--- config.mk ---
export PLATFORM = sky130hd
export DESIGN_NAME = ciod_core
export DESIGN_NICKNAME = d
export VERILOG_FILES = /design/src/shared/ciod_pkg.sv /design/src/rtl/ciod_alu.sv /design/src/rtl/ciod_core.sv
export SDC_FILE = /design/constraint.sdc
export NUM_CORES = 1
export LEC_CHECK = 0
export CAP_MARGIN = 10
export CORE_MARGIN = 2
export CORE_UTILIZATION = 45
export CTS_CLUSTER_DIAMETER = 30
export DETAILED_ROUTE_END_ITERATION = 6
export DONT_BUFFER_PORTS = 1
export GPL_TIMING_DRIVEN = 0
export PLACE_DENSITY = 0.72
export SLEW_MARGIN = 0
export SYNTH_ARGS = -nofsm -noshare
export SYNTH_HDL_FRONTEND = slang
export SYNTH_SLANG_ARGS = --single-unit
--- constraint.sdc ---
create_clock -name CORE_CLK -period 5.54 [get_ports CORE_CLK]
set_input_delay 0.554 -clock CORE_CLK [delete_from_list [all_inputs] [get_ports CORE_CLK]]
set_output_delay 0.554 -clock CORE_CLK [all_outputs]
set_load 0.01 [all_outputs]
--- src/shared/ciod_pkg.sv ---
package ciod_pkg;

  // ==========================================================
  // Register map, byte addresses on the APB slave
  // ==========================================================
  localparam logic [7:0] CTRL_OFS = 8'h00;   // Run and extended-set enables
  localparam logic [7:0] WREG_OFS = 8'h04;   // Working register
  localparam logic [7:0] STAT_OFS = 8'h08;   // Status flags
  localparam logic [7:0] BANK_OFS = 8'h0c;   // Bank select register
  localparam logic [7:0] FSR2_OFS = 8'h10;   // Index base for literal offset mode
  localparam logic [7:0] PC_OFS = 8'h14;     // Program counter
  localparam logic [7:0] IR_OFS = 8'h18;     // Instruction register, read only

  // Field positions
  localparam int CTRL_RUN_BIT = 0;
  localparam int CTRL_EXT_BIT = 1;

  // ==========================================================
  // Reset values and constants
  // ==========================================================
  localparam logic [1:0] CTRL_RST = 2'h0;
  localparam logic [7:0] WREG_RST = 8'h00;
  localparam logic [3:0] BANK_RST = 4'h0;
  localparam logic [11:0] FSR2_RST = 12'h000;
  localparam logic [20:0] PC_RST = 21'h000000;
  localparam logic [15:0] NOP_WORD = 16'h0000;   // Executes as no operation
  localparam logic [7:0] IDX_LIMIT = 8'h5f;      // Highest indexed offset (95)
  localparam logic [7:0] ACC_SPLIT = 8'h60;      // Low access bank ends here
  localparam logic [3:0] ACC_HIGH_BANK = 4'hf;   // Upper part of access bank, offsets 0x60 to 0xff
  localparam logic [20:0] PC_STEP = 21'h000002;  // Bytes per program word

  // Opcode prefixes
  localparam logic [5:0] OPC_DECREMENT_FILE_OP = 6'b000001;
  localparam logic [5:0] OPC_INCREMENT_FILE_OP = 6'b001010;
  localparam logic [5:0] OPC_DECSZ = 6'b001011;
  localparam logic [5:0] OPC_INCSZ = 6'b001111;
  localparam logic [5:0] OPC_DECSNZ = 6'b010011;
  localparam logic [5:0] OPC_INCSNZ = 6'b010010;
  localparam logic [5:0] OPC_OR_FILE_OP = 6'b000100;
  localparam logic [5:0] OPC_MOVE_FILE_OP = 6'b010100;
  localparam logic [7:0] OPC_OR_LITERAL_OP = 8'h09;
  localparam logic [7:0] OPC_ABSOLUTE_BRANCH_OP = 8'hef;

  // ==========================================================
  // Types
  // ==========================================================
  // Four phases of one instruction cycle
  typedef enum logic [3:0] {
    PH_Q1 = 4'b0001,
    PH_Q2 = 4'b0010,
    PH_Q3 = 4'b0100,
    PH_Q4 = 4'b1000
  } ciod_phase_t;

  typedef enum logic [1:0] {
    ALU_PASS = 2'h0,
    ALU_DEC = 2'h1,
    ALU_INC = 2'h2,
    ALU_OR = 2'h3
  } ciod_alu_op_t;

  // Status flags as software sees them, bit 0 is carry
  typedef struct packed {
    logic n;
    logic ov;
    logic z;
    logic dc;
    logic c;
  } ciod_flags_t;

  localparam ciod_flags_t FLAGS_RST = 5'h00;
  localparam ciod_flags_t MASK_ALL = 5'h1f;
  localparam ciod_flags_t MASK_NZ = 5'h14;
  localparam ciod_flags_t MASK_NONE = 5'h00;

endpackage

--- src/rtl/ciod_alu.sv ---
`timescale 1ns/1ns
`default_nettype none
// ==========================================================
// Byte arithmetic for increment, decrement, OR and move
// ==========================================================
module ciod_alu (
  input wire ciod_pkg::ciod_alu_op_t op,
  input wire logic [7:0] opa,
  input wire logic [7:0] opb,
  output logic [7:0] res,
  output ciod_pkg::ciod_flags_t flg
);
  // Decrement adds all ones, so one adder serves both directions
  wire logic [7:0] addend = (op == ciod_pkg::ALU_DEC) ? 8'hff : 8'h01;
  wire logic [8:0] sum = {1'b0, opa} + {1'b0, addend};
  wire logic [4:0] low = {1'b0, opa[3:0]} + {1'b0, addend[3:0]};
  wire logic arith = (op == ciod_pkg::ALU_DEC) || (op == ciod_pkg::ALU_INC);

  // Result selection
  assign res = arith ? sum[7:0] : (op == ciod_pkg::ALU_OR) ? (opa | opb) : opa;

  // Flags; callers mask the ones an instruction may touch
  assign flg.c = sum[8];
  assign flg.dc = low[4];
  assign flg.ov = (opa[7] == addend[7]) && (sum[7] != opa[7]);
  assign flg.z = (res == 8'h00);
  assign flg.n = res[7];
endmodule
`default_nettype wire

--- src/rtl/ciod_core.sv ---
// Summary of operation
// - Decrement and increment file, all five flags
// - Destination bit zero writes W, else file
// - Access bit picks access bank or bank select
// - Extended set, offset up to 95, indexed
// - Skip-if-zero variants keep flags, flush next
// - OR literal into W, N and Z
// - OR W with file, N and Z
// - Move file to destination, N and Z
//
// Register access over APB and the register offsets were left to the implementer.
`timescale 1ns/1ns
`default_nettype none
module ciod_core (
  input wire logic CORE_CLK,
  input wire logic RSTN,
  input wire logic PSEL,
  input wire logic PENABLE,
  input wire logic PWRITE,
  input wire logic [7:0] PADDR,
  input wire logic [31:0] PWDATA,
  output logic [31:0] PRDATA,
  output logic PREADY,
  output logic PSLVERR,
  output logic [20:0] FETCH_ADDR,
  input wire logic [15:0] FETCH_DATA,
  output logic [11:0] DM_ADDR,
  output logic [7:0] DM_WDATA,
  output logic DM_WE,
  input wire logic [7:0] DM_RDATA
);
  // ==========================================================
  // State
  // ==========================================================
  ciod_pkg::ciod_phase_t ph_q;       // Current quarter of the cycle
  logic [1:0] ctrl_q;                // Run and extended-set enables
  logic [7:0] wreg_q;                // Working register
  ciod_pkg::ciod_flags_t stat_q;     // Status flags
  logic [3:0] bank_q;                // Bank select register
  logic [11:0] fsr2_q;               // Index base
  logic [20:0] pc_q;                 // Address of the word being fetched
  logic [15:0] ir_q;                 // Instruction now executing
  logic [7:0] res_q;                 // Result captured in the third quarter
  ciod_pkg::ciod_flags_t flg_q;      // Flags captured with the result
  logic [11:0] dm_addr_q;
  logic [7:0] dm_wdata_q;
  logic dm_we_q;
  logic [31:0] prdata_q;
  logic pready_q;
  logic pslverr_q;

  // ==========================================================
  // Decode
  // ==========================================================
  wire logic [5:0] opc6 = ir_q[15:10];
  wire logic [7:0] fld = ir_q[7:0];
  wire logic dbit = ir_q[9];
  wire logic abit = ir_q[8];
  wire logic run = ctrl_q[ciod_pkg::CTRL_RUN_BIT];
  wire logic ext_en = ctrl_q[ciod_pkg::CTRL_EXT_BIT];

  wire logic is_dec = (opc6 == ciod_pkg::OPC_DECREMENT_FILE_OP);
  wire logic is_inc = (opc6 == ciod_pkg::OPC_INCREMENT_FILE_OP);
  wire logic is_dsz = (opc6 == ciod_pkg::OPC_DECSZ);
  wire logic is_isz = (opc6 == ciod_pkg::OPC_INCSZ);
  wire logic is_dsnz = (opc6 == ciod_pkg::OPC_DECSNZ);
  wire logic is_isnz = (opc6 == ciod_pkg::OPC_INCSNZ);
  wire logic is_or_file_op = (opc6 == ciod_pkg::OPC_OR_FILE_OP);
  wire logic is_move_file_op = (opc6 == ciod_pkg::OPC_MOVE_FILE_OP);
  wire logic is_or_literal_op = (ir_q[15:8] == ciod_pkg::OPC_OR_LITERAL_OP);
  wire logic is_absolute_branch_op = (ir_q[15:8] == ciod_pkg::OPC_ABSOLUTE_BRANCH_OP);

  // Groups by behaviour; anything else executes as a no-op here
  wire logic skip_z = is_dsz | is_isz;
  wire logic skip_nz = is_dsnz | is_isnz;
  wire logic arith = is_dec | is_inc;
  wire logic file_op = arith | skip_z | skip_nz | is_or_file_op | is_move_file_op;
  wire logic down = is_dec | is_dsz | is_dsnz;
  wire logic up = is_inc | is_isz | is_isnz;

  wire ciod_pkg::ciod_alu_op_t alu_op = down ? ciod_pkg::ALU_DEC :
                                        up ? ciod_pkg::ALU_INC :
                                        (is_or_file_op | is_or_literal_op) ? ciod_pkg::ALU_OR :
                                        ciod_pkg::ALU_PASS;

  // Flags each instruction may change
  wire ciod_pkg::ciod_flags_t fmask = arith ? ciod_pkg::MASK_ALL :
    (is_or_file_op | is_or_literal_op | is_move_file_op) ? ciod_pkg::MASK_NZ :
    ciod_pkg::MASK_NONE;

  // Effective data address of the file operand
  function automatic logic [11:0] eff_addr(input logic a, input logic ext,
                                           input logic [7:0] f, input logic [3:0] bank_select_register,
                                           input logic [11:0] base);
    if (a) begin
      eff_addr = {bank_select_register, f};
    end else if (ext && (f <= ciod_pkg::IDX_LIMIT)) begin
      eff_addr = base + {4'h0, f};
    end else if (f < ciod_pkg::ACC_SPLIT) begin
      eff_addr = {4'h0, f};
    end else begin
      eff_addr = {ciod_pkg::ACC_HIGH_BANK, f};
    end
  endfunction

  wire logic [11:0] ea = eff_addr(abit, ext_en, fld, bank_q, fsr2_q);

  // ==========================================================
  // Arithmetic
  // ==========================================================
  // Literal form uses W as first operand and the literal as second
  wire logic [7:0] alu_a = is_or_literal_op ? wreg_q : DM_RDATA;
  wire logic [7:0] alu_res;
  ciod_pkg::ciod_flags_t alu_flg;

  ciod_alu u_alu (
    .op(alu_op),
    .opa(alu_a),
    .opb(is_or_literal_op ? fld : wreg_q),
    .res(alu_res),
    .flg(alu_flg)
  );

  // Skip decision on the captured result
  wire logic res_zero = (res_q == 8'h00);
  wire logic do_skip = (skip_z & res_zero) | (skip_nz & ~res_zero);

  // First-, third- and fourth-quarter strobes, gated by run
  wire logic q4 = run && (ph_q == ciod_pkg::PH_Q4);
  wire logic q3 = run && (ph_q == ciod_pkg::PH_Q3);
  wire logic q1 = run && (ph_q == ciod_pkg::PH_Q1);
  wire logic to_w = q4 && ((file_op && !dbit) || is_or_literal_op);
  wire ciod_pkg::ciod_flags_t stat_nx = (stat_q & ~fmask) | (flg_q & fmask);
  wire logic [20:0] absolute_branch_op_pc = {FETCH_DATA[11:0], fld, 1'b0};

  // ==========================================================
  // APB decode
  // ==========================================================
  wire logic apb_go = PSEL && PENABLE && pready_q;  // Access completes here
  wire logic apb_wr = apb_go && PWRITE;
  wire logic hit_ctrl = (PADDR == ciod_pkg::CTRL_OFS);
  wire logic hit_w = (PADDR == ciod_pkg::WREG_OFS);
  wire logic hit_st = (PADDR == ciod_pkg::STAT_OFS);
  wire logic hit_bk = (PADDR == ciod_pkg::BANK_OFS);
  wire logic hit_fs = (PADDR == ciod_pkg::FSR2_OFS);
  wire logic hit_pc = (PADDR == ciod_pkg::PC_OFS);
  wire logic hit_ir = (PADDR == ciod_pkg::IR_OFS);
  wire logic hit_any = hit_ctrl | hit_w | hit_st | hit_bk | hit_fs | hit_pc | hit_ir;
  wire logic [31:0] rd_mux = hit_ctrl ? {30'h0, ctrl_q} :
                             hit_w ? {24'h0, wreg_q} :
                             hit_st ? {27'h0, stat_q} :
                             hit_bk ? {28'h0, bank_q} :
                             hit_fs ? {20'h0, fsr2_q} :
                             hit_pc ? {11'h0, pc_q} :
                             hit_ir ? {16'h0, ir_q} : 32'h0;

  // One wait state, so every answer comes from a flop
  always_ff @(posedge CORE_CLK) begin
    if (!RSTN) begin
      pready_q <= 1'b0;
      prdata_q <= 32'h0;
      pslverr_q <= 1'b0;
    end else begin
      pready_q <= PSEL && PENABLE && !pready_q;
      prdata_q <= (!PWRITE) ? rd_mux : 32'h0;
      pslverr_q <= !hit_any;  // Unmapped address errors, reads zero
    end
  end

  // Control register; clearing run freezes the phase where it stands
  always_ff @(posedge CORE_CLK) begin
    if (!RSTN) begin
      ctrl_q <= ciod_pkg::CTRL_RST;
    end else if (apb_wr && hit_ctrl) begin
      ctrl_q <= PWDATA[1:0];
    end
  end

  // ==========================================================
  // Phase sequencer
  // ==========================================================
  // Frozen in its quarter while stopped; reset returns it to the first
  always_ff @(posedge CORE_CLK) begin
    if (!RSTN) begin
      ph_q <= ciod_pkg::PH_Q1;
    end else if (run) begin
      unique case (ph_q)
        ciod_pkg::PH_Q1: ph_q <= ciod_pkg::PH_Q2;
        ciod_pkg::PH_Q2: ph_q <= ciod_pkg::PH_Q3;
        ciod_pkg::PH_Q3: ph_q <= ciod_pkg::PH_Q4;
        ciod_pkg::PH_Q4: ph_q <= ciod_pkg::PH_Q1;
        default: ph_q <= ciod_pkg::PH_Q1;
      endcase
    end
  end

  // ==========================================================
  // Data memory side
  // ==========================================================
  // Address set after decode, result captured when data is back
  always_ff @(posedge CORE_CLK) begin
    if (!RSTN) begin
      dm_addr_q <= 12'h000;
      res_q <= 8'h00;
      flg_q <= ciod_pkg::FLAGS_RST;
    end else begin
      if (q1) begin
        dm_addr_q <= ea;
      end
      if (q3) begin
        res_q <= alu_res;
        flg_q <= alu_flg;
      end
    end
  end

  // Write strobe stands for the whole fourth quarter
  always_ff @(posedge CORE_CLK) begin
    if (!RSTN) begin
      dm_we_q <= 1'b0;
      dm_wdata_q <= 8'h00;
    end else begin
      dm_we_q <= q3 && file_op && dbit;
      if (q3) begin
        dm_wdata_q <= alu_res;
      end
    end
  end

  // ==========================================================
  // Core registers
  // ==========================================================
  // Core update wins over a software write in the same cycle
  always_ff @(posedge CORE_CLK) begin
    if (!RSTN) begin
      wreg_q <= ciod_pkg::WREG_RST;
      stat_q <= ciod_pkg::FLAGS_RST;
    end else begin
      if (to_w) begin
        wreg_q <= res_q;
      end else if (apb_wr && hit_w) begin
        wreg_q <= PWDATA[7:0];
      end
      if (q4) begin
        stat_q <= stat_nx;
      end else if (apb_wr && hit_st) begin
        stat_q <= PWDATA[4:0];
      end
    end
  end

  // Bank select and index base are software owned here
  always_ff @(posedge CORE_CLK) begin
    if (!RSTN) begin
      bank_q <= ciod_pkg::BANK_RST;
      fsr2_q <= ciod_pkg::FSR2_RST;
    end else begin
      if (apb_wr && hit_bk) begin
        bank_q <= PWDATA[3:0];
      end
      if (apb_wr && hit_fs) begin
        fsr2_q <= PWDATA[11:0];
      end
    end
  end

  // Fetch: next word latched at the end of each cycle.
  // A flushed slot becomes a no-op; a second word of a two-word
  // instruction also decodes as a no-op, giving the extra cycle.
  always_ff @(posedge CORE_CLK) begin
    if (!RSTN) begin
      pc_q <= ciod_pkg::PC_RST;
      ir_q <= ciod_pkg::NOP_WORD;
    end else if (q4) begin
      if (is_absolute_branch_op) begin
        pc_q <= absolute_branch_op_pc;
        ir_q <= ciod_pkg::NOP_WORD;
      end else begin
        pc_q <= pc_q + ciod_pkg::PC_STEP;
        ir_q <= do_skip ? ciod_pkg::NOP_WORD : FETCH_DATA;
      end
    end else if (apb_wr && hit_pc && !run) begin
      pc_q <= PWDATA[20:0];
    end
  end

  // ==========================================================
  // Outputs
  // ==========================================================
  assign PRDATA = prdata_q;
  assign PREADY = pready_q;
  assign PSLVERR = pslverr_q;
  assign FETCH_ADDR = pc_q;
  assign DM_ADDR = dm_addr_q;
  assign DM_WDATA = dm_wdata_q;
  assign DM_WE = dm_we_q;
endmodule
`default_nettype wire

==> results of run 1 <==
==> area by class of cell <==
| type | count | area (um2) | share of cell area [%] |
|---|---|---|---|
| plain buffers | 68 | 317 | 3.99 |
| clock buffers | 25 | 515 | 6.50 |
| clock inverters | 7 | 113 | 1.42 |
| inverters | 23 | 86.3 | 1.09 |
| multi-input cells | 705 | 4260 | 53.7 |
| flip-flops and latches | 120 | 2400 | 30.3 |
| well taps | 188 | 235 | 2.97 |
| repair buffers | 1 | 7.51 | 0.0946 |
==> metal layers <==
layer  part of all wire (%)  GRT usage [%]  routed length, um
met3                     12           8.94               2990
met2                     45           48.0              11400
met1                     39           38.9               9920
met5                      0              0                  0
met4                    4.3           14.1               1100
==> power groups by stage <==
stage	combinational, mW	clock, mW	sequential [mW]
final	0.0771	1.18	0.865
after global routing	0.0829	1.22	0.865
after global placement	0.0742	0	0.884
after detailed placement	0.0742	0	0.884
after floorplan	0.0546	0	0.883
after CTS	0.0746	1.18	0.865
==> state kept, by name, summed over array words and instances (netlist names), named ones only <==
name and cells:
flg_q 5, PSLVERR 1, ctrl_q 2, FETCH_ADDR 21, DM_WE 1, PRDATA 21, PREADY 1, wreg_q 8
ph_q 4, bank_q 4, DM_ADDR 12, fsr2_q 12, ir_q 16, DM_WDATA 7
==> through the flow <==
stage | setup slack (ps) | cells | utilization (%)
2_1_floorplan | 2090 | 916 | -
3_3_place_gp | 1580 | 1104 | 48.0
3_5_place_dp | 1530 | 1105 | 48.0
4_1_cts | 1510 | 1137 | 52.2
5_1_grt | 1220 | 1137 | 52.2
6_report | 1480 | 1137 | 52.2
==> cell families (layout without fill, tap and decap cells) <==
group,Yosys count,after routing,share of synthesized area (%)
xor+xnor,23,23,2.87
simple gates,377,377,26.1
buf+inv,91,124,5.74
other cells,1,11,0.0534
mux,27,27,4.03
flops,120,120,34.2
fa+ha+maj,19,19,3.60
compound gates,248,248,23.5
==> worst max path at each step <==
stage	from	endpoint	depth (start not counted)
2_1_floorplan	ir_q[11]	flg_q[2]	13
3_3_place_gp	ir_q[9]	flg_q[2]	13
3_5_place_dp	ir_q[9]	flg_q[2]	13
4_1_cts	ir_q[9]	flg_q[2]	13
5_1_grt	ir_q[9]	flg_q[2]	13
6_report	ir_q[9]	flg_q[2]	13
==> synth_stat cells (5+ instances only) <==
cell type	number	area share, %
buf_1	8	0.43
buf_4	12	1.3
nand2b_1	9	0.80
a22oi_1	24	2.6
and2_1	7	0.62
ha_1	17	3.0
a222oi_1	12	1.7
clkbuf_1	35	1.9
a311oi_1	13	1.6
buf_2	13	0.93
nor2_1	106	5.7
nand3b_1	6	0.64
o21a_1	5	0.53
nor4_1	8	0.71
nand3_1	36	2.6
a21oi_1	70	5.0
nand2_1	127	6.8
a31oi_1	13	1.2
a221oi_1	5	0.62
xor2_1	9	1.1
and3_1	11	0.98
o21ai_0	40	2.8
mux2i_1	17	2.4
nand4_1	7	0.62
a21o_1	10	1.1
nor2b_1	11	0.98
dfxtp_1	120	34
inv_1	23	1.2
xnor2_1	14	1.7
mux2_2	10	1.6
o211ai_1	8	0.86
nor3_1	19	1.4
a211oi_1	14	1.5
==> summary.md, run 1 <==
| Metric | Value |
|---|---|
| Hold WS | around 260 ps |
| Worst Path Buf+Inv | 1 |
| Critical path's slowest cell | or4bb_1 |
| Port bufs | 0 |
| Clock buffer depth | 2 |
| Drt drc | 14 |
| Max-cap violation count | 0 |
| GRT Util Overall | 30.6% |
| Count of boundary I/O pins | ~150 |
| Largest net degree at the start of global routing | 17 |
| Grt ovf | 0 |
| First-pass DRT Iterations | 7 |
| Insertion delay to the later sink of the worst-skew pair | between 400 and 500 ps |
| Initial antenna violation count | 0 |
| Final worst-path cycle share | about three quarters |
| WHS Path Cells | 2 |
| Most frequent cells in the layout | 127 x nand2_1, 120 x dfxtp_1, 106 x nor2_1, 70 x a21oi_1, 40 x o21ai_0 |
| Final GP Congestion | 0.988 |
| Commonest non-fill, non-tap cell in the layout | nand2_1 |
| Relative max-transition margin | around two fifths |
| Die Ht | between 100 and 150 um |
| Routed WL | about 25 mm |
| Failing checks | design-rule violations |
| P&R area growth vs syn | 12.9% |
| Flop-to-flop setup slack | approximately 1500 ps |
| Arrival time worst endpoint | roughly 4400 ps |
| Final setup viols | 0 |
| Setup total negative slack | 0 ps |
| Worst Setup End Kind | register |
| Combinational power share | roughly 3.6% |
| Asr flop ratio synth | 0% |
| Post-CTS Resized | 0 |
| Number of setup buffers added after CTS | 0 |
| Power share of the clock group | 55.6% |
| Worst-Margin Slew | between 900 and 1000 ps |
| Netlist Area Pre-Place | around 7000 um2 |
| DPL Wire Length | 18.8 mm |
| Final Hold Fails | 0 |
| Die Span X | ~130 um |
| Vias | 7345 |
| Critical Path RT | 5900 ps |
| Ys flop type | dfxtp_1 |
| RR Startpoint | ir_q[9] |
| Vias per cell | approximately 6.5 |
| Switching part of the total power | a little over a fifth |
| Pwr dens | roughly 270 nW/um2 |
| Flops & latches, synth | 120 |
| DR iter-0 viols | ~1000 |
| VDD IR max | around 0.22 mV |
| First-pass GRT wire length | just under 40 mm |
| Avg Inst Size Synth | between 7 and 8 um2 |
| Leak | between 2 and 3 nW |
| Hold Buf Count CTS | 0 |
| Inserted Clock Buffers | 17 |
| Outcome | finished, violations left |
| CP Launch Type | register |
| Post-route cell area | between 7000 and 8000 um2 |
| Worst R2R End | flg_q[2] |
| Worst path max stage delay | 720 ps |
| Sequential element share of the synthesized area | approximately a third |
| Fill cell count | roughly 1400 |
| DR WL/cell | 22.3 um |
| Syn Inst Count | around 910 |
| Routed Antenna Nets | 0 |
| Ys Warns | 0 |
| Vias in the first global route | slightly below 7000 |
| Cell variety after synth | 72 |
| Final slew viol count | 0 |
| Min-delay worst type | in -> reg |
| Diode count | 0 |
| Number of cell rows | 45 |
| Die area | 16600 um2 |
| Worst-path maximum fanout | 10 |
| Unrepaired setup endpoints after global routing | no |
| Clk pin slew, worst setup/hold paths | 60 ps |
| CTS Root Cell | clkbuf_16 |
| Final net count | 1024 |
| Flop pwr share | between 40% and 50% |
| CTS tree | built |
| Critical path's most frequent cell | nand2_1 |
| Int Pwr | approximately 1.7 mW |
| Hold wc startpoint | PWDATA[0] |
| Cells on worst reg2reg path | 13 |
| Final Skew | about 11 ps |
| H-Tree Level Count | 4 |
| Net switching power | 0.457 mW |
| Initial core utilization | between 40% and 50% |
| CP top delay family | simple AND/OR/NAND/NOR gates |
| Worst setup path class | reg -> reg |
| Share of post-route cells with drive strength above 1 | under 10% |
| Core area | between 15000 and 20000 um2 |
| Hold Crit Endpoint | fsr2_q[0] |
| Final critical-path required period | about 4100 ps |
| Clock sinks | 120 |
| Post-synth EDFFs | 0 |
| Total power draw | between 2 and 2.5 mW |
| Placement Cell Area | approximately 7300 um2 |
| Fmax achieved | between 0.2 and 0.25 GHz |
| Cell Chain, Critical Path | or4bb_1 > nor2_2 > nand2_1 > nand2_1 > inv_1 > fa_1 > nand2b_1 > a211oi_1 > nor4_1 > a311oi_1 > mux2i_1 > or4b_1 > o21ai_1 |
(Power assumes the default switching activity.)
==> run 2: changes to the inputs <==
==> constraint.sdc (replaced) <==
create_clock -name CORE_CLK -period 4.1 [get_ports CORE_CLK]
set_input_delay 0.41 -clock CORE_CLK [delete_from_list [all_inputs] [get_ports CORE_CLK]]
set_output_delay 0.41 -clock CORE_CLK [all_outputs]
set_load 0.01 [all_outputs]
==> run 2 against run 1 <==
Against the previous run:
- the flow still finishes with violations (design-rule violations)
- worst hold slack got worse by 140 ps
- final cell count did not move
- critical path depth fell by 1
- combinational power rose by 36%
- critical path type unchanged
==> summary.md, run 2 (same netlist as run 1, synthesis figures left out) <==
| Metric | Value |
|---|---|
| Outcome | finished, violations left |
| Failing checks | design-rule violations |
| Final WS setup | 324 ps (-1160 ps) |
| P&R area growth vs syn | 13.1% |
| VDD IR max | 0.298 mV (+36%) |
| H-Tree Level Count | 4 (unchanged) |
| Unrepaired setup endpoints after global routing | no |
| Pwr dens | 362 nW/um2 (+35%) |
| Leak | 2.94 nW (about the same) |
| Register area | 2400 um2 (unchanged) |
| Post-place setup slack | 92.3 ps (-1440 ps) |
| Arrival time worst endpoint | 4140 ps (-280 ps) |
| Final Hold Fails | 0 (unchanged) |
| Initial antenna violation count | 0 (unchanged) |
| Clock sinks | 120 (unchanged) |
| Count of boundary I/O pins | 145 (unchanged) |
| Hold WS | 121 ps (-141 ps) |
| Worst-path maximum fanout | 10 (unchanged) |
| Final GP Congestion | 0.988 (unchanged) |
| Largest net degree at the start of global routing | 17 (unchanged) |
| Final Skew | 9.74 ps (-0.843 ps) |
| First-pass DRT Iterations | 7 (unchanged) |
| Vias | 7296 (-0.67%) |
| Number of cell rows | 45 (unchanged) |
| Commonest non-fill, non-tap cell in the layout | nand2_1 |
| Clock buffer depth | 2 (unchanged) |
| Worst setup path class | reg -> reg |
| Insertion delay to the later sink of the worst-skew pair | 430 ps (about the same) |
| Port bufs | 0 (unchanged) |
| Grt ovf | 0 (unchanged) |
| Routed WL | 25.4 mm (about the same) |
| Hold Buf Count CTS | 0 (unchanged) |
| Final net count | 1024 (unchanged) |
| Final critical-path required period | 3780 ps (-281 ps) |
| Share of post-route cells with drive strength above 1 | 8.85% (+0.21 points) |
| Inserted Clock Buffers | 17 (unchanged) |
| Most frequent cells in the layout | 127 x nand2_1, 120 x dfxtp_1, 106 x nor2_1, 70 x a21oi_1, 40 x o21ai_0 |
| Setup total negative slack | 0 ps (unchanged) |
| Diode count | 0 (unchanged) |
| Final setup viols | 0 (unchanged) |
| Critical Path RT | 4460 ps (-1440 ps) |
| DR WL/cell | 22.3 um (about the same) |
| First-pass GRT wire length | 38.5 mm (unchanged) |
| DR iter-0 viols | 1046 (+0.19%) |
| CP Launch Type | register |
| Fmax achieved | 0.265 GHz (+7.4%) |
| Drt drc | 10 (-4) |
| Routed Antenna Nets | 0 (unchanged) |
| DPL Wire Length | 18.8 mm (unchanged) |
| Relative max-transition margin | 38.0% (-0.18 points) |
| CTS tree | built |
| CTS Root Cell | clkbuf_16 |
| Clk pin slew, worst setup/hold paths | 60 ps (about the same) |
| Flop-to-flop setup slack | 320 ps (-1160 ps) |
| Fill cell count | 1448 (unchanged) |
| Worst-Margin Slew | 931 ps (+2.73 ps) |
| Initial core utilization | 46.2% (unchanged) |
| Post-layout util | 52.3% (+0.090 points) |
| Final slew viol count | 0 (unchanged) |
| Die Span X | 129 um (unchanged) |
| Vias in the first global route | 6724 (unchanged) |
| Core area | 15200 um2 (unchanged) |
| Max-cap violation count | 0 (unchanged) |
| Die area | 16600 um2 (unchanged) |
| Final worst-path cycle share | 92.1% (+19 points) |
| GRT Util Overall | 30.6% (unchanged) |
| Worst Setup End Kind | register |
| Multi-input combinational cell area | 4270 um2 (+0.32%) |
| Die Ht | 129 um (unchanged) |
| Vias per cell | 6.42 (-0.67%) |
| Min-delay worst type | in -> reg |
run 2: changes by cell type in the layout (fill, tap and decap cells not counted):
cell / previous run / this run
a211oi_1: 14 / 13
or4bb_1: 1 / 0
nor2_4: 0 / 1
nor2_2: 1 / 0
a211oi_2: 0 / 1
or4bb_4: 0 / 1
run 2: where the power goes:
group          leakage (nW)  switching (mW)  internal [mW]
logic                  1.66          0.0708         0.0338
clock network         0.309           0.552           1.05
registers             0.966         0.00117           1.17
total                  2.94           0.624           2.25
run 2: path summary, 6_finish.rpt:
check / from / end / cells after the start
min reg2reg: register / register / 2
max reg2reg: ir_q[9] / flg_q[2] / 12
min: PWDATA[0] / fsr2_q[0] / 2
max: ir_q[9] / flg_q[2] / 12
run 2: area by class of cell:
class / instances / share of cell area, %
Buffer: 68 / 3.98
Clock buffer: 25 / 6.49
Clock inverter: 7 / 1.42
Inverter: 23 / 1.09
Multi-Input combinational cell: 705 / 53.7
Sequential cell: 120 / 30.2
Tap cell: 188 / 2.96
Timing Repair Buffer: 1 / 0.0945
run 2: repair_timing:
action                                  CTS  global route
gates resized for setup                   0             3
setup buffers                             0             0
endpoints found under the setup margin    0             1
run 2: worst max-delay path, cell delays in order (launching register included):
cell      delay (ps)
dfxtp_1          600
and4bb_2         310
nand2_2          180
buf_2            260
mux2_2           360
ha_1             390
nand2b_1         120
a211oi_2         280
nor4_1            80
a311oi_1         270
mux2i_1          160
or4b_1           550
o21ai_1          120
run 2: metrics by stage:
stage | std cells | total power, mW | cell area (um2)
after floorplan | 916 | 1.27 | 7060
after global placement | 1104 | 1.29 | 7300
after detailed placement | 1105 | 1.29 | 7300
after CTS | 1137 | 2.86 | 7930
after global routing | 1137 | 2.93 | 7950
final | 1137 | 2.87 | 7950
run 2: routing by layer:
metal  vias up  GRT usage (%)  share of wire, %
met5         -              0                 0
met4         0           14.1               4.7
met3       101           8.94                12
met2       469           48.0                44
met1      3387           38.9                39
li1       3339              -                 -
==> run 3: changes to the inputs <==
--- a/config.mk
+++ b/config.mk
@@ -5,8 +5,8 @@
 export SDC_FILE = /design/constraint.sdc
 export NUM_CORES = 1
 export LEC_CHECK = 0
+export ABC_AREA = 1
 export CAP_MARGIN = 10
-export CORE_MARGIN = 2
 export CORE_UTILIZATION = 45
 export CTS_CLUSTER_DIAMETER = 30
 export DETAILED_ROUTE_END_ITERATION = 6
==> run 3 against run 2 <==
Against the previous run:
- the run now ends clean
- clock skew is 5.1 ps higher
- total power grew 5.9%
- first-iteration DRC count shrank 38%
- largest cell class unchanged
- worst hold slack is essentially flat
- via count rose by 2.3%
- combinational power increased by 5%
- cell area grew 2.0%
- highest routed layer is now met5
- critical path depth increased by 6
- register-to-register slack better by 690 ps
==> summary.md, run 3 <==
| Metric | Value |
|---|---|
| Asr flop ratio synth | 0% (unchanged) |
| Sequential element share of the synthesized area | 33.8% (-0.42 points) |
| Hold wc startpoint | PSEL |
| DR iter-0 viols | 645 (-38%) |
| VDD IR max | 0.314 mV (+5.5%) |
| Worst Path Buf+Inv | 4 (+3) |
| Final slew viol count | 0 (unchanged) |
| Diode count | 0 (unchanged) |
| Hold WS | 121 ps (-0.322 ps) |
| Number of cell rows | 45 (unchanged) |
| Final GP Congestion | 0.975 (-1.3%) |
| Routed Antenna Nets | 0 (unchanged) |
| Core area | 15300 um2 (+0.74%) |
| Unrepaired setup endpoints after global routing | no |
| Clock sinks | 120 (unchanged) |
| CP top delay family | simple AND/OR/NAND/NOR gates |
| Final net count | 1173 (+15%) |
| Cell Chain, Critical Path | inv_1 > nand2_1 > nor2_4 > nand2_4 > inv_2 > a31oi_1 > o2111ai_1 > ha_1 > buf_2 > inv_1 > nor2_1 > nor2_1 > nand2_1 > nor2_1 > nand3_1 > nor2_1 > nand3_1 > a21oi_1 |
| Initial antenna violation count | 1 (+1) |
| Final worst-path cycle share | 75.2% (-17 points) |
| Fill cell count | 1537 (+6.1%) |
| Vias | 7464 (+2.3%) |
| CP Launch Point | ir_q[9] |
| Initial core utilization | 46.4% (+0.22 points) |
| Pwr dens | 375 nW/um2 (+3.8%) |
| Final Skew | 14.9 ps (+5.13 ps) |
| Die Ht | 128 um (-0.95%) |
| Top cells by area, synth | dfxtp_1 34%, nand2_1 9.4%, inv_1 8.3% |
| Critical Path RT | 4460 ps (about the same) |
| Clk pin slew, worst setup/hold paths | 60 ps (about the same) |
| Worst-Margin Slew | 1010 ps (+83.2 ps) |
| Grt ovf | 0 (unchanged) |
| Largest net degree at the start of global routing | 17 (unchanged) |
| Cell variety after synth | 53 (-26%) |
| Post-place setup slack | 1090 ps (+996 ps) |
| Synth top area share | 33.8% (-0.42 points) |
| Hold Buf Count CTS | 0 (unchanged) |
| Final setup viols | 0 (unchanged) |
| H-Tree Level Count | 4 (unchanged) |
| Post-CTS Resized | 0 (unchanged) |
| Min-delay worst type | in -> reg |
| Most frequent cell after synthesis | nand2_1 |
| Ys Warns | 0 (unchanged) |
| Number of setup buffers added after CTS | 0 (unchanged) |
| Largest area contributor in the netlist | dfxtp_1 |
| Count of boundary I/O pins | 145 (unchanged) |
| Vias in the first global route | 6773 (+0.73%) |
| Final critical-path required period | 3080 ps (-691 ps) |
| Insertion delay to the later sink of the worst-skew pair | 440 ps (about the same) |
| Max-cap violation count | 0 (unchanged) |
| Share of post-route cells with drive strength above 1 | 8.65% (-0.20 points) |
| Critical path's slowest cell | dfxtp_1 |
| CTS tree | built |
| RR Startpoint | ir_q[9] |
| Worst setup path class | reg -> reg |
| Post-synth EDFFs | 0 (unchanged) |
| Vias per cell | 5.70 (-11%) |
| GRT Util Overall | 31.0% (+0.46 points) |
| Routed WL | 25.0 mm (-1.5%) |
| First-pass GRT wire length | 37.9 mm (-1.6%) |
| Drt drc | 0 (-10) |
| Flops & latches, synth | 120 (unchanged) |
| Worst path max stage delay | 510 ps (-90 ps) |
| Avg Inst Size Synth | 6.73 um2 (-13%) |
| Die Span X | 128 um (-0.95%) |
| Critical path's most frequent cell | nor2_1 |
| Fmax achieved | 0.324 GHz (+22%) |
| Worst-path maximum fanout | 10 (unchanged) |
| Clock buffer depth | 2 (unchanged) |
| Inserted Clock Buffers | 17 (unchanged) |
| Setup total negative slack | 0 ps (unchanged) |
| Post-layout util | 52.9% (+0.68 points) |
| Final WS setup | 1020 ps (+691 ps) |
| Netlist Area Pre-Place | 7110 um2 (+1.2%) |
| Most frequent cells in the layout | 179 x nand2_1, 158 x inv_1, 120 x dfxtp_1, 100 x nor2_1, 97 x o21ai_0 |
| CTS Root Cell | clkbuf_16 |
| Leak | 3.55 nW (+21%) |
| Arrival time worst endpoint | 3450 ps (-690 ps) |
| Relative max-transition margin | 31.8% (-6.2 points) |
| Syn Inst Count | 1056 (+17%) |
| DR WL/cell | 19.1 um (-14%) |
| Final Hold Fails | 0 (unchanged) |
| Total power draw | 3.04 mW (+5.9%) |
| Commonest cells post-synth | 179 x nand2_1, 158 x inv_1, 120 x dfxtp_1 |
| First-pass DRT Iterations | 7 (unchanged) |
| P&R area growth vs syn | 14.0% |
| CP Launch Type | register |
| DPL Wire Length | 19.2 mm (+2.0%) |
| Ys flop type | dfxtp_1 |
| Worst Setup End Kind | register |
| Commonest non-fill, non-tap cell in the layout | nand2_1 |
| Port bufs | 0 (unchanged) |
| Outcome | complete, no violations |
| Die area | 16300 um2 (-1.9%) |
-- run 3: final timing paths --
check                                end  slack, ps  depth (start not counted)
worst min-delay path              PREADY        120                          2
worst max register to register  flg_q[2]       1020                         18
worst min register to register  register        460                          2
worst max-delay path            flg_q[2]       1020                         18
-- run 3: layout make-up --
| type | count | area (um2) | share of cell area, % |
|---|---|---|---|
| Buffer | 45 | 235 | 2.90 |
| Clock buffer | 21 | 480 | 5.93 |
| Clock inverter | 11 | 216 | 2.67 |
| Inverter | 171 | 642 | 7.92 |
| Multi-Input combinational cell | 730 | 3870 | 47.7 |
| Sequential cell | 120 | 2400 | 29.6 |
| Tap cell | 211 | 264 | 3.26 |
-- run 3: per-layer routing --
metal | global-route usage, % | up-vias | share of wire [%]
met5 | 0 | - | 0.052
met4 | 14.7 | 2 | 3.6
met3 | 10.2 | 71 | 11
met2 | 50.1 | 390 | 46
met1 | 37.3 | 3429 | 40
li1 | - | 3572 | -
-- run 3: stage by stage --
step           instance area [um2]  std cells
2_1_floorplan                 7150       1066
3_3_place_gp                  7410       1277
3_5_place_dp                  7410       1277
4_1_cts                       8110       1309
5_1_grt                       8110       1309
6_report                      8110       1309
-- run 3: where the power goes --
group,internal (mW),switching [mW],total [mW]
combinational,0.0336,0.0765,0.110
clock,1.20,0.562,1.76
sequential,1.17,0.00122,1.17
total,2.40,0.639,3.04
-- run 3: cells by family (layout without fill, tap and decap cells) --
| group | count (synthesis) | count (layout) | share of synthesized area [%] |
|---|---|---|---|
| buf+inv | 216 | 248 | 12.3 |
| other cells | 1 | 11 | 0.0527 |
| fa+ha+maj | 19 | 19 | 3.55 |
| flops | 120 | 120 | 33.8 |
| xor+xnor | 16 | 16 | 1.97 |
| simple gates | 401 | 401 | 25.1 |
| compound gates | 283 | 283 | 23.2 |
